## src/roc_pkg.sv

```systemverilog
// Constants, types and register map of the restrained overcurrent stage.
`default_nettype none
package roc_pkg;

  // ----------------------------------------------------------------
  // Timing
  // ----------------------------------------------------------------
  localparam int unsigned ROC_CLK_NS = 10;
  localparam int unsigned ROC_PROG_CYCLE_NS = 5000000;
  localparam int unsigned ROC_CYCLE_CLKS = ROC_PROG_CYCLE_NS / ROC_CLK_NS;

  // ----------------------------------------------------------------
  // Sizes and thresholds
  // ----------------------------------------------------------------
  localparam int unsigned ROC_REC_DEPTH = 12;
  localparam int unsigned ROC_CNT_W = 16;
  localparam int unsigned ROC_AW = 8;
  localparam logic [15:0] ROC_PU_ON = 16'h0064;
  localparam logic [15:0] ROC_PU_OFF = 16'h0061;

  // ----------------------------------------------------------------
  // Register byte offsets
  // ----------------------------------------------------------------
  localparam logic [7:0] ROC_A_CTRL = 8'h00;
  localparam logic [7:0] ROC_A_DT = 8'h04;
  localparam logic [7:0] ROC_A_REL = 8'h08;
  localparam logic [7:0] ROC_A_KNEE = 8'h0C;
  localparam logic [7:0] ROC_A_CLR = 8'h10;
  localparam logic [7:0] ROC_A_STAT = 8'h14;
  localparam logic [7:0] ROC_A_EXP = 8'h18;
  localparam logic [7:0] ROC_A_REM = 8'h1C;
  localparam logic [7:0] ROC_A_LVL = 8'h20;
  localparam logic [7:0] ROC_A_RATIO = 8'h24;
  localparam logic [7:0] ROC_A_CNT0 = 8'h28;
  localparam logic [7:0] ROC_A_CNT1 = 8'h2C;
  localparam logic [7:0] ROC_A_CNT2 = 8'h30;
  localparam logic [7:0] ROC_A_RSEL = 8'h34;
  localparam logic [7:0] ROC_A_REC0 = 8'h38;
  localparam logic [7:0] ROC_A_REC1 = 8'h3C;
  localparam logic [7:0] ROC_A_REC2 = 8'h40;
  localparam logic [7:0] ROC_A_REC3 = 8'h44;
  localparam logic [7:0] ROC_A_REC4 = 8'h48;
  localparam logic [7:0] ROC_A_RCNT = 8'h4C;

  // ----------------------------------------------------------------
  // Control field positions and reset values
  // ----------------------------------------------------------------
  localparam int unsigned ROC_F_MODE = 0;
  localparam int unsigned ROC_F_DLY = 3;
  localparam int unsigned ROC_F_VM = 4;
  localparam int unsigned ROC_F_U0 = 6;
  localparam int unsigned ROC_F_EVM = 8;
  localparam logic [5:0] ROC_EVM_RST = 6'h3F;
  localparam logic [15:0] ROC_DT_RST = 16'h0008;
  localparam logic [15:0] ROC_REL_RST = 16'h0000;
  localparam logic [15:0] ROC_UX1_RST = 16'h07D0;
  localparam logic [15:0] ROC_UX2_RST = 16'h2710;

  // ----------------------------------------------------------------
  // Event bit positions and record event codes
  // ----------------------------------------------------------------
  localparam int unsigned ROC_EV_STA_ON = 0;
  localparam int unsigned ROC_EV_STA_OFF = 1;
  localparam int unsigned ROC_EV_TRP_ON = 2;
  localparam int unsigned ROC_EV_TRP_OFF = 3;
  localparam int unsigned ROC_EV_BLK_ON = 4;
  localparam int unsigned ROC_EV_BLK_OFF = 5;
  localparam logic [2:0] ROC_REC_START = 3'h1;
  localparam logic [2:0] ROC_REC_TRIP = 3'h2;
  localparam logic [2:0] ROC_REC_BLK = 3'h3;

  // ----------------------------------------------------------------
  // Types
  // ----------------------------------------------------------------
  typedef enum logic [2:0] {
    ROC_MODE_ON = 3'h0,
    ROC_MODE_BLOCKED = 3'h1,
    ROC_MODE_TEST = 3'h2,
    ROC_MODE_TEST_BLK = 3'h3,
    ROC_MODE_OFF = 3'h4
  } roc_mode_e;

  typedef enum logic [1:0] {
    ROC_COND_NORMAL = 2'h0,
    ROC_COND_START = 2'h1,
    ROC_COND_TRIP = 2'h2,
    ROC_COND_BLOCKED = 2'h3
  } roc_cond_e;

  typedef enum logic [1:0] {
    ROC_VM_PHASE = 2'h0,
    ROC_VM_3LP4 = 2'h1,
    ROC_VM_2LP2 = 2'h2
  } roc_vmode_e;

  typedef struct packed {
    logic [15:0] ratio;
    logic [15:0] pickup;
    logic [15:0] u1;
    logic [15:0] i_fault;
    logic [15:0] i_pre20;
    logic [15:0] i_pre200;
    logic [3:0] phases;
    logic [2:0] group;
  } roc_meas_s;

  typedef struct packed {
    logic [5:0] hits;
    logic [31:0] stamp;
  } roc_event_s;

  typedef struct packed {
    logic [31:0] stamp;
    logic [2:0] code;
    logic [3:0] phases;
    logic [2:0] group;
    logic [16:0] remain;
    logic [15:0] i_pre20;
    logic [15:0] i_fault;
    logic [15:0] u1;
    logic [15:0] pickup;
    logic [15:0] i_pre200;
  } roc_rec_s;

endpackage
`default_nettype wire

```

## src/roc_counter.sv

```systemverilog
// Cumulative occurrence counter with clear, saturating at full scale.
`default_nettype none
module roc_counter #(
  parameter int unsigned W = 16
) (
  input wire logic mclk,
  input wire logic rst,
  input wire logic inc,
  input wire logic clr,
  output logic [W-1:0] count
);

  // An occurrence in the clearing cycle is kept, so none is lost.
  always_ff @(posedge mclk or posedge rst) begin
    if (rst) begin
      count <= '0;
    end else if (clr) begin
      count <= W'(inc);
    end else if (inc && (count != {W{1'b1}})) begin
      count <= count + W'(1);
    end
  end

endmodule
`default_nettype wire

```

## src/roc_rec_mem.sv

```systemverilog
// Fault record store with registered read data.
`default_nettype none
module roc_rec_mem #(
  parameter int unsigned DEPTH = 12,
  parameter int unsigned W = 32,
  parameter int unsigned AW = 4
) (
  input wire logic mclk,
  input wire logic we,
  input wire logic [AW-1:0] waddr,
  input wire logic [W-1:0] wdata,
  input wire logic [AW-1:0] raddr,
  output logic [W-1:0] rdata
);

  logic [W-1:0] mem [DEPTH];

  always_ff @(posedge mclk) begin
    if (we) begin
      mem[waddr] <= wdata;
    end
  end

  always_ff @(posedge mclk) begin
    rdata <= mem[raddr];
  end

endmodule
`default_nettype wire

```

## src/roc_stage.sv

```systemverilog
// Status, blocking, timing, event and fault-record logic of the restrained overcurrent stage.
//
// Contract
// [RQ1] Blocking input is sampled once per program cycle, before pick-up evaluation.
// [RQ2] Pick-up without blocking raises start and begins operate timing.
// [RQ3] Pick-up with blocking raises blocked and stops start and trip handling.
// [RQ4] Blocking during start clears start and runs release handling as on drop-off.
// [RQ5] The blocking source asserts blocking at least 5 ms before the delay expires.
// [RQ6] Definite or inverse delay; inverse delay follows current over present pick-up.
// [RQ7] Six time-stamped on and off events for start, trip and blocked.
// [RQ8] Per event a mask selects on, off or both into the event buffer.
// [RQ9] Separate clearable counters for start, trip and blocked occurrences.
// [RQ10] Every on event writes a time-stamped record; newest twelve are kept.
// [RQ11] Record holds time, event, phases, currents, voltage, pick-up, remaining, group.
// [RQ12] Condition reads as exactly one of normal, start, trip, blocked.
// [RQ13] Expected operating time in 5 ms steps, following current in inverse mode.
// [RQ14] Remaining time to trip is signed and counts down in 5 ms steps.
// [RQ15] Flag set when no phase voltages and no residual channel are configured.
// [RQ16] Pick-up level, positive sequence voltage and current ratio readable at 0.01.
// [RQ17] Operating mode reads as on, blocked, test, test-with-blocking or off.
// [RQ18] Pick-up releases only below 97 % of the present pick-up value.
// [RQ19] Rising knee pair restrains pick-up; equal knees give voltage-controlled operation.
// [RQ20] Record measurements and remaining time come from the triggering program cycle.
//
// Local design decisions: the APB register port and the address map.
`default_nettype none
module roc_stage #(
  parameter int unsigned CYCLE_CLKS = roc_pkg::ROC_CYCLE_CLKS
) (
  input wire logic mclk,
  input wire logic rst,
  input wire logic psel,
  input wire logic penable,
  input wire logic pwrite,
  input wire logic [roc_pkg::ROC_AW-1:0] paddr,
  input wire logic [31:0] pwdata,
  output logic [31:0] prdata,
  output logic pready,
  output logic pslverr,
  input wire logic block_in,
  input wire roc_pkg::roc_meas_s meas,
  input wire logic [15:0] inv_time,
  input wire logic [31:0] time_stamp,
  output logic start_o,
  output logic trip_o,
  output logic blocked_o,
  output roc_pkg::roc_event_s event_o
);
  import roc_pkg::*;

  typedef enum logic [1:0] {
    ROC_ST_IDLE = 2'b00,
    ROC_ST_TIMING = 2'b01,
    ROC_ST_TRIPPED = 2'b10,
    ROC_ST_RELEASE = 2'b11
  } roc_state_e;

  localparam int unsigned RECW = $bits(roc_rec_s);

  // ----------------------------------------------------------------
  // Configuration registers
  // ----------------------------------------------------------------
  logic [2:0] mode_q;
  logic dly_inv_q;
  logic [1:0] vm_q;
  logic u0_q;
  logic [5:0] evm_q;
  logic [15:0] dt_q;
  logic [15:0] rel_q;
  logic [15:0] ux1_q;
  logic [15:0] ux2_q;
  logic [2:0] clr_q;
  logic [3:0] rsel_q;

  // ----------------------------------------------------------------
  // Stage state
  // ----------------------------------------------------------------
  logic [31:0] tick_cnt_q;
  logic tick;
  roc_state_e st_q, st_d;
  logic [15:0] el_q, el_d;
  logic [15:0] rc_q, rc_d;
  logic pu_q, pu_d;
  logic blk_q;
  logic [16:0] rem_q;
  logic [16:0] rem_d;
  logic [15:0] exp_t;
  logic blk_now;
  logic blocked_d;
  logic start_d;
  logic trip_d;
  logic mode_off;
  logic no_u1;
  logic [5:0] ev_raw;
  logic rec_we;
  roc_rec_s rec_w;
  roc_rec_s rec_r;
  logic [3:0] wptr_q;
  logic [3:0] rcnt_q;
  logic [3:0] raddr;
  logic [4:0] rtmp;
  logic [ROC_CNT_W-1:0] cnt [3];
  logic [2:0] cnt_inc;

  assign mode_off = (mode_q >= ROC_MODE_OFF);
  assign no_u1 = (vm_q != ROC_VM_PHASE) && !u0_q; // [RQ15]
  assign tick = (tick_cnt_q == CYCLE_CLKS - 1);

  always_ff @(posedge mclk or posedge rst) begin
    if (rst) begin
      tick_cnt_q <= '0;
    end else if (tick) begin
      tick_cnt_q <= '0;
    end else begin
      tick_cnt_q <= tick_cnt_q + 32'h1;
    end
  end

  // ----------------------------------------------------------------
  // Pick-up, blocking and timing
  // ----------------------------------------------------------------
  // Blocking is read only at the tick: one value per program cycle.
  assign blk_now = block_in || (mode_q == ROC_MODE_BLOCKED) ||
                   (mode_q == ROC_MODE_TEST_BLK); // [RQ1]
  assign exp_t = dly_inv_q ? inv_time : dt_q; // [RQ6] [RQ13]

  always_comb begin
    pu_d = pu_q;
    if (meas.ratio >= ROC_PU_ON) begin
      pu_d = 1'b1;
    end else if (meas.ratio < ROC_PU_OFF) begin
      pu_d = 1'b0; // [RQ18]
    end
    if ((ux2_q == ux1_q) && (meas.u1 >= ux1_q)) begin
      pu_d = 1'b0; // [RQ19]
    end
    if (mode_off) begin
      pu_d = 1'b0;
    end
  end

  always_comb begin
    st_d = st_q;
    el_d = el_q;
    rc_d = rc_q;
    unique case (st_q)
      ROC_ST_IDLE: begin
        el_d = '0;
        if (pu_d && !blk_now) begin
          st_d = ROC_ST_TIMING; // [RQ2]
        end
      end
      ROC_ST_TIMING: begin
        if (!pu_d || blk_now) begin
          st_d = ROC_ST_RELEASE; // [RQ4]
          rc_d = '0;
        end else begin
          el_d = el_q + 16'h1;
          if ({1'b0, el_q} + 17'h1 >= {1'b0, exp_t}) begin
            st_d = ROC_ST_TRIPPED;
          end
        end
      end
      ROC_ST_TRIPPED: begin
        if (!pu_d || blk_now) begin
          st_d = ROC_ST_IDLE;
          el_d = '0;
        end
      end
      ROC_ST_RELEASE: begin
        if (pu_d && !blk_now) begin
          st_d = ROC_ST_TIMING;
        end else if (rc_q + 16'h1 >= rel_q) begin
          st_d = ROC_ST_IDLE;
          el_d = '0;
        end else begin
          rc_d = rc_q + 16'h1;
        end
      end
    endcase
  end

  assign start_d = (st_d == ROC_ST_TIMING) || (st_d == ROC_ST_TRIPPED);
  assign trip_d = (st_d == ROC_ST_TRIPPED);
  assign blocked_d = pu_d && blk_now; // [RQ3]
  assign rem_d = (st_d == ROC_ST_IDLE) ? 17'h0 :
                 17'({1'b0, exp_t} - {1'b0, el_d}); // [RQ14]

  always_ff @(posedge mclk or posedge rst) begin
    if (rst) begin
      st_q <= ROC_ST_IDLE;
      el_q <= '0;
      rc_q <= '0;
      pu_q <= 1'b0;
      blk_q <= 1'b0;
      rem_q <= '0;
      start_o <= 1'b0;
      trip_o <= 1'b0;
      blocked_o <= 1'b0;
    end else if (tick) begin
      st_q <= st_d;
      el_q <= el_d;
      rc_q <= rc_d;
      pu_q <= pu_d;
      blk_q <= blk_now; // [RQ1]
      rem_q <= rem_d;
      start_o <= start_d;
      trip_o <= trip_d;
      blocked_o <= blocked_d;
    end
  end

  // ----------------------------------------------------------------
  // Events, counters and fault records
  // ----------------------------------------------------------------
  assign ev_raw[ROC_EV_STA_ON] = start_d && !start_o;
  assign ev_raw[ROC_EV_STA_OFF] = !start_d && start_o;
  assign ev_raw[ROC_EV_TRP_ON] = trip_d && !trip_o;
  assign ev_raw[ROC_EV_TRP_OFF] = !trip_d && trip_o;
  assign ev_raw[ROC_EV_BLK_ON] = blocked_d && !blocked_o;
  assign ev_raw[ROC_EV_BLK_OFF] = !blocked_d && blocked_o;

  always_ff @(posedge mclk or posedge rst) begin
    if (rst) begin
      event_o <= '0;
    end else begin
      event_o.hits <= tick ? (ev_raw & evm_q) : 6'h0; // [RQ7] [RQ8]
      event_o.stamp <= time_stamp;
    end
  end

  assign cnt_inc = tick ? {ev_raw[ROC_EV_BLK_ON], ev_raw[ROC_EV_TRP_ON],
                           ev_raw[ROC_EV_STA_ON]} : 3'h0;

  for (genvar g = 0; g < 3; g++) begin : g_cnt
    roc_counter #(.W(ROC_CNT_W)) u_cnt (
      .mclk(mclk),
      .rst(rst),
      .inc(cnt_inc[g]),
      .clr(clr_q[g]),
      .count(cnt[g])
    ); // [RQ9]
  end

  assign rec_we = |cnt_inc; // [RQ10]

  always_comb begin
    rec_w.stamp = time_stamp;
    rec_w.code = cnt_inc[2] ? ROC_REC_BLK : (cnt_inc[1] ? ROC_REC_TRIP : ROC_REC_START);
    rec_w.phases = meas.phases;
    rec_w.group = meas.group;
    rec_w.remain = rem_d; // [RQ20]
    rec_w.i_pre20 = meas.i_pre20;
    rec_w.i_fault = meas.i_fault;
    rec_w.u1 = meas.u1;
    rec_w.pickup = meas.pickup;
    rec_w.i_pre200 = meas.i_pre200; // [RQ11]
  end

  always_ff @(posedge mclk or posedge rst) begin
    if (rst) begin
      wptr_q <= '0;
      rcnt_q <= '0;
    end else if (rec_we) begin
      wptr_q <= (wptr_q == 4'(ROC_REC_DEPTH - 1)) ? 4'h0 : wptr_q + 4'h1;
      if (rcnt_q != 4'(ROC_REC_DEPTH)) begin
        rcnt_q <= rcnt_q + 4'h1;
      end
    end
  end

  // Selection 0 is the newest record; the oldest is overwritten first.
  always_comb begin
    rtmp = 5'({1'b0, wptr_q} + 5'(ROC_REC_DEPTH) - 5'h1 - {1'b0, rsel_q});
    if (rtmp >= 5'(ROC_REC_DEPTH)) begin
      rtmp = rtmp - 5'(ROC_REC_DEPTH);
    end
    raddr = rtmp[3:0];
  end

  roc_rec_mem #(.DEPTH(ROC_REC_DEPTH), .W(RECW), .AW(4)) u_mem (
    .mclk(mclk),
    .we(rec_we),
    .waddr(wptr_q),
    .wdata(rec_w),
    .raddr(raddr),
    .rdata(rec_r)
  );

  // ----------------------------------------------------------------
  // APB slave
  // ----------------------------------------------------------------
  logic setup;
  logic wr;
  logic hit;
  logic [31:0] rd;

  assign setup = psel && !penable;
  assign wr = psel && penable && pready && pwrite && !pslverr;

  always_comb begin
    hit = 1'b1;
    rd = 32'h0;
    unique case (paddr)
      ROC_A_CTRL: rd = {18'h0, evm_q, 1'b0, u0_q, vm_q, dly_inv_q, mode_q};
      ROC_A_DT: rd = {16'h0, dt_q};
      ROC_A_REL: rd = {16'h0, rel_q};
      ROC_A_KNEE: rd = {ux2_q, ux1_q};
      ROC_A_CLR: rd = 32'h0;
      ROC_A_STAT: rd = {25'h0, (ux2_q > ux1_q), no_u1, mode_q,
                        (blocked_o ? ROC_COND_BLOCKED : trip_o ? ROC_COND_TRIP :
                         start_o ? ROC_COND_START : ROC_COND_NORMAL)}; // [RQ12] [RQ17]
      ROC_A_EXP: rd = {16'h0, exp_t}; // [RQ13]
      ROC_A_REM: rd = {{15{rem_q[16]}}, rem_q}; // [RQ14]
      ROC_A_LVL: rd = {meas.u1, meas.pickup}; // [RQ16]
      ROC_A_RATIO: rd = {16'h0, meas.ratio}; // [RQ16]
      ROC_A_CNT0: rd = {16'h0, cnt[0]};
      ROC_A_CNT1: rd = {16'h0, cnt[1]};
      ROC_A_CNT2: rd = {16'h0, cnt[2]};
      ROC_A_RSEL: rd = {28'h0, rsel_q};
      ROC_A_REC0: rd = rec_r.stamp;
      ROC_A_REC1: rd = {rec_r.remain[15:0], 3'h0, rec_r.remain[16], rec_r.group,
                        rec_r.phases, 2'h0, rec_r.code};
      ROC_A_REC2: rd = {rec_r.i_fault, rec_r.i_pre20};
      ROC_A_REC3: rd = {rec_r.i_pre200, rec_r.u1};
      ROC_A_REC4: rd = {16'h0, rec_r.pickup};
      ROC_A_RCNT: rd = {28'h0, rcnt_q};
      default: hit = 1'b0;
    endcase
  end

  // No wait states: the answer is registered in the setup cycle.
  always_ff @(posedge mclk or posedge rst) begin
    if (rst) begin
      pready <= 1'b0;
      pslverr <= 1'b0;
      prdata <= '0;
    end else begin
      pready <= setup;
      pslverr <= setup && !hit;
      prdata <= (setup && hit && !pwrite) ? rd : 32'h0;
    end
  end

  always_ff @(posedge mclk or posedge rst) begin
    if (rst) begin
      mode_q <= ROC_MODE_ON;
      dly_inv_q <= 1'b0;
      vm_q <= ROC_VM_PHASE;
      u0_q <= 1'b0;
      evm_q <= ROC_EVM_RST;
      dt_q <= ROC_DT_RST;
      rel_q <= ROC_REL_RST;
      ux1_q <= ROC_UX1_RST;
      ux2_q <= ROC_UX2_RST;
      rsel_q <= '0;
    end else if (wr) begin
      unique case (paddr)
        ROC_A_CTRL: begin
          mode_q <= pwdata[ROC_F_MODE +: 3];
          dly_inv_q <= pwdata[ROC_F_DLY];
          vm_q <= pwdata[ROC_F_VM +: 2];
          u0_q <= pwdata[ROC_F_U0];
          evm_q <= pwdata[ROC_F_EVM +: 6];
        end
        ROC_A_DT: dt_q <= pwdata[15:0];
        ROC_A_REL: rel_q <= pwdata[15:0];
        ROC_A_KNEE: begin
          ux1_q <= pwdata[15:0];
          ux2_q <= pwdata[31:16];
        end
        ROC_A_RSEL: rsel_q <= (pwdata[3:0] >= 4'(ROC_REC_DEPTH)) ? 4'h0 : pwdata[3:0];
        default: begin
        end
      endcase
    end
  end

  always_ff @(posedge mclk or posedge rst) begin
    if (rst) begin
      clr_q <= '0;
    end else begin
      clr_q <= (wr && (paddr == ROC_A_CLR)) ? pwdata[2:0] : 3'h0; // [RQ9]
    end
  end

endmodule
`default_nettype wire

```

## config.mk

```make
export PLATFORM = sky130hd
export DESIGN_NAME = roc_stage
export DESIGN_NICKNAME = d
export VERILOG_FILES = /design/src/roc_pkg.sv /design/src/roc_counter.sv /design/src/roc_rec_mem.sv /design/src/roc_stage.sv
export SDC_FILE = /design/constraint.sdc
export NUM_CORES = 2
export LEC_CHECK = 0
export BUFFER_PORTS_ARGS = -buffer_cell sky130_fd_sc_hd__buf_2
export CAP_MARGIN = 20
export CELL_PAD_IN_SITES_DETAIL_PLACEMENT = 0
export CELL_PAD_IN_SITES_GLOBAL_PLACEMENT = 1
export CORE_ASPECT_RATIO = 0.7
export CORE_MARGIN = 2
export CORE_UTILIZATION = 38
export CTS_CLUSTER_DIAMETER = 200
export DETAILED_ROUTE_END_ITERATION = 8
export GPL_TIMING_DRIVEN = 0
export PLACE_DENSITY_LB_ADDON = 0.1
export SLEW_MARGIN = 25
export SYNTH_ARGS = -nofsm -noshare
export SYNTH_HDL_FRONTEND = slang
export SYNTH_SLANG_ARGS = --single-unit
```

## constraint.sdc

```tcl
create_clock -name mclk -period 11.48 [get_ports mclk]
set_clock_uncertainty 0.2 [all_clocks]
set_input_delay 0 -clock mclk [delete_from_list [all_inputs] [get_ports mclk]]
set_output_delay 0 -clock mclk [all_outputs]
set_load 0.02 [all_outputs]
```

==> key figures <==
Synthesis
  – Async S/R FF share, synth: 14.3%
  – Main synth FF type: edfxtp_1
  – Cells after synthesis: 4577
  – Post-synthesis cell area: 0.0826 mm²
  – Post-synth EDFFs: 1656
  – Avg Cell Area, Syn: 18.0 µm²
  – Area leader, netlist: edfxtp_1
  – Synth top area share: 60.2%
  – Synthesized Nets: 4880
  – Ys Warns: 0
  – Synth unique cells: 75
  – Synthesis-stage register bit count: 2093
  – Synth area leaders: edfxtp_1 (60%), mux4_2 (11%), dfrtp_1 (8.5%)
  – Seq/Total Area, Yosys: 72.6%

Worst hold path
  – Hold Crit Depth: 2
  – Hold worst-path end: u_mem.mem[6][15]$_DFFE_PP_
  – Hold path startpoint: meas[22]
  – Hold Crit Class: primary input to flip-flop

Clock tree
  – Longest Clk Path Bufs: 4
  – Clk slew on worst S/H paths: 0.06 ns
  – Latest clock arrival within the worst-skew pair: 0.86 ns
  – H-tree depth: 4
  – Postcts setup bufs: 0
  – Root Buffer: clkbuf_16
  – CTS tree: done
  – CTS Buf Count: 215
  – Num Clock Sinks: 2093

Worst setup path
  – Arrival time worst endpoint: 9.12 ns
  – CP Capture Type: flip-flop
  – Crit-path max FO: 34
  – Reg2Reg Depth: 21
  – CP Data Required Time: 11.80 ns
  – Setup CP Type: flip-flop to flip-flop
  – Worst setup SP type: flip-flop
  – Reg2reg start: dly_inv_q$_DFFE_PP0P_
  – Worst path slowest cell: mux2i_1
  – Setup crit start: dly_inv_q$_DFFE_PP0P_
  – CP max stage delay: 0.98 ns
  – CP Cell Sequence: clkbuf_1 -> clkbuf_1 -> mux2i_1 -> ha_1 -> nand4_1 -> a31oi_1 -> a2111o_1 -> a211oi_1 -> o221a_2 -> a21oi_1 -> o21ai_0 -> o21ai_0 -> ha_1 -> nor2_1 -> nand2b_1 -> and3_1 -> nor3_1 -> and2_4 -> buf_12 -> buf_12 -> buf_16
  – FF-to-FF End: u_mem.mem[8][24]$_DFFE_PP_
  – R2R Setup Slk: 2.69 ns

Floorplanning
  – Core area: 0.216 mm²
  – Die area: 0.221 mm²
  – Cell Rows: 143
  – Die span in y: 394 µm
  – Die W: 561 µm
  – IO Count: 272
  – Initial Util: 38.2%

Pwr
  – Final Total Pwr: 15600 µW
  – Cell Pwr Density: 156 mW/mm²
  – LEAKAGE: 0.0356 µW
  – Worst vdd ir: 0.000113 V

Place
  – Hpwl dp: 183000 µm
  – IO Port Bufs: 270
  – GP Congestion: 0.949
  – Setup WS pre-CTS: 2.93 ns

Cells and area
  – Fillcell total: 18800
  – Final core utilization: 46.1%
  – Area Overhead vs Synth: 20.9%
  – Layout cells sized above 1: 22.8%
  – Nets: 5793

GRT
  – GRT overflow: 0
  – Initial antenna violation count: 40
  – Global Route Usage Sum: 24.0%
  – First-pass GRT wire length: 373000 µm
  – Largest net degree at the start of global routing: 84
  – Vias in the first global route: 46900

STA
  – Setup WS post-layout: 2.69 ns
  – Slew HR: 22.1%
  – Final Hold Fails: 0
  – Hold WS: 0.0753 ns
  – RSZ-0062 raised after global routing: false
  – Finish-stage setup viols: 0
  – Fmax: 114 MHz
  – Worst slew pin tran: 1.14 ns
  – Slew Limit Fails: 0
  – Final period util: 76.6%
  – Min Clock Period, post-route: 8.79 ns
  – TNS Setup: 0 ns

Detailed routing
  – Vias: 47600
  – Drt first pass iters: 6
  – Overall routed net length: 267000 µm
  – Post-DRT Antenna Nets: 0
  – Avg WL per Cell: 31.2 µm
  – Drt via density: 5.55
  – First DRT Iteration DRCs: 5902
  – Drt drc: 0

Flow run
  – Total of max-cap violations: 0

Outcome
  – Status: complete, no violations
stage by stage:
stage	area [µm²]	instances
6_report	99900	8574
5_1_grt	99900	8570
4_1_cts	99800	8567
3_5_place_dp	89300	7813
3_3_place_gp	87600	7747
2_1_floorplan	82600	4577
Yosys cell counts (15+ instances only):
master,count
edfxtp_1,1656
mux4_2,414
dfrtp_1,281
nor2_1,276
a21oi_1,200
clkbuf_1,183
mux2i_1,155
nand2_1,145
dfxtp_1,138
ha_1,104
mux2_2,103
a22oi_1,93
inv_1,87
o21ai_0,69
nand3_1,67
xnor2_1,55
a221oi_1,51
and3_1,45
a31oi_1,41
xor2_1,40
buf_1,28
nor3_1,28
a22o_1,25
nand4_1,25
a21o_1,21
and2_1,18
dfstp_2,18
nor2b_1,17
nand2b_1,16
or3_1,15
state kept, by name, summed over array words and instances, names as in the netlist, 17 cells and up:
signal	count
tick_cnt_q	32
g_cnt.u_cnt.count	48
rem_q	17
u_mem.rdata	138
u_mem.mem	1656
prdata	32
event_o	38
worst max-delay path by stage:
stage	to	slack (ns)	cells past startpoint
CTS	u_mem.mem[8][23]$_DFFE_PP_	2.92	21
floorplan	blocked_o$_DFFE_PP0N_	3.05	1
global placement	u_mem.mem[3][108]$_DFFE_PP_	-3.37	18
detailed placement	u_mem.mem[8][17]$_DFFE_PP_	2.93	21
global route	u_mem.mem[8][19]$_DFFE_PP_	2.62	21
finish	u_mem.mem[8][24]$_DFFE_PP_	2.69	21
layout make-up:
class,count,area (µm²),share of cell area [%]
flip-flops and latches,2093,60000,60.1
multi-input cells,2178,21500,21.6
repair buffers,696,6550,6.56
clock buffers,303,5990,6.00
well taps,2900,3630,3.63
clock inverters,92,928,0.929
plain buffers,218,901,0.902
inverters,88,338,0.338
diodes,6,15.0,0.0150
metal layers:
layer	part of all wire, %	wire length (µm)	global-route usage, %
met1	47	127000	37.4
met2	42	113000	34.0
met3	7.7	20500	4.75
met4	2.7	7280	6.32
met5	0.020	53	0
placed cells by master, fill, tap and decap left out, types with 18 or more instances in the layout:
| master | n |
|---|---|
| dfrtp_1 | 281 |
| clkbuf_1 | 206 |
| a31oi_1 | 41 |
| a22oi_1 | 93 |
| a221oi_1 | 51 |
| xnor2_1 | 55 |
| and3_1 | 41 |
| dlygate4sd3_1 | 359 |
| nand2_1 | 145 |
| buf_2 | 282 |
| buf_12 | 22 |
| nor2_1 | 271 |
| edfxtp_1 | 1656 |
| ha_1 | 104 |
| a22o_1 | 25 |
| nand3_1 | 67 |
| clkinv_2 | 37 |
| mux2i_1 | 152 |
| o21ai_0 | 69 |
| xor2_1 | 40 |
| a21oi_1 | 199 |
| inv_1 | 86 |
| mux2_2 | 103 |
| clkinv_1 | 21 |
| dfxtp_1 | 138 |
| nand4_1 | 25 |
| clkbuf_8 | 22 |
| a21o_1 | 21 |
| clkbuf_2 | 45 |
| dfstp_2 | 18 |
| nor3_1 | 26 |
| mux4_2 | 414 |
| clkbuf_16 | 218 |
| buf_16 | 41 |
power by group:
group / internal (µW) / total (µW) / switching [µW]
clock: 4000 / 7000 / 3000
combinational: 150 / 401 / 252
sequential: 8190 / 8210 / 17.7
critical path: cells and delay by family (launching register included):
family                     cells  cell delay, ns
and+or+nand+nor                6            2.13
buffers and inverters          5            2.03
AOI/OAI and AO/OA              7            1.92
muxes                          1            0.98
adders and majority gates      2            0.77
DFF                            1            0.32
cells by family after synthesis:
logic type,Yosys count,share of synthesized area [%]
flip-flops,2093,72.6
AND/OR/NAND/NOR,701,3.97
multiplexers,672,14.6
AO/OA/AOI/OAI,604,4.79
buffers and inverters,306,1.41
adder cells (fa/ha/maj),106,1.62
XOR/XNOR,95,1.01
timing repair:
item | in CTS | in global routing
hold buffers | 359 | 0
endpoints found under the hold margin | 1908 | 0
gates resized for setup | 0 | 0
(Power assumes the default switching activity.)
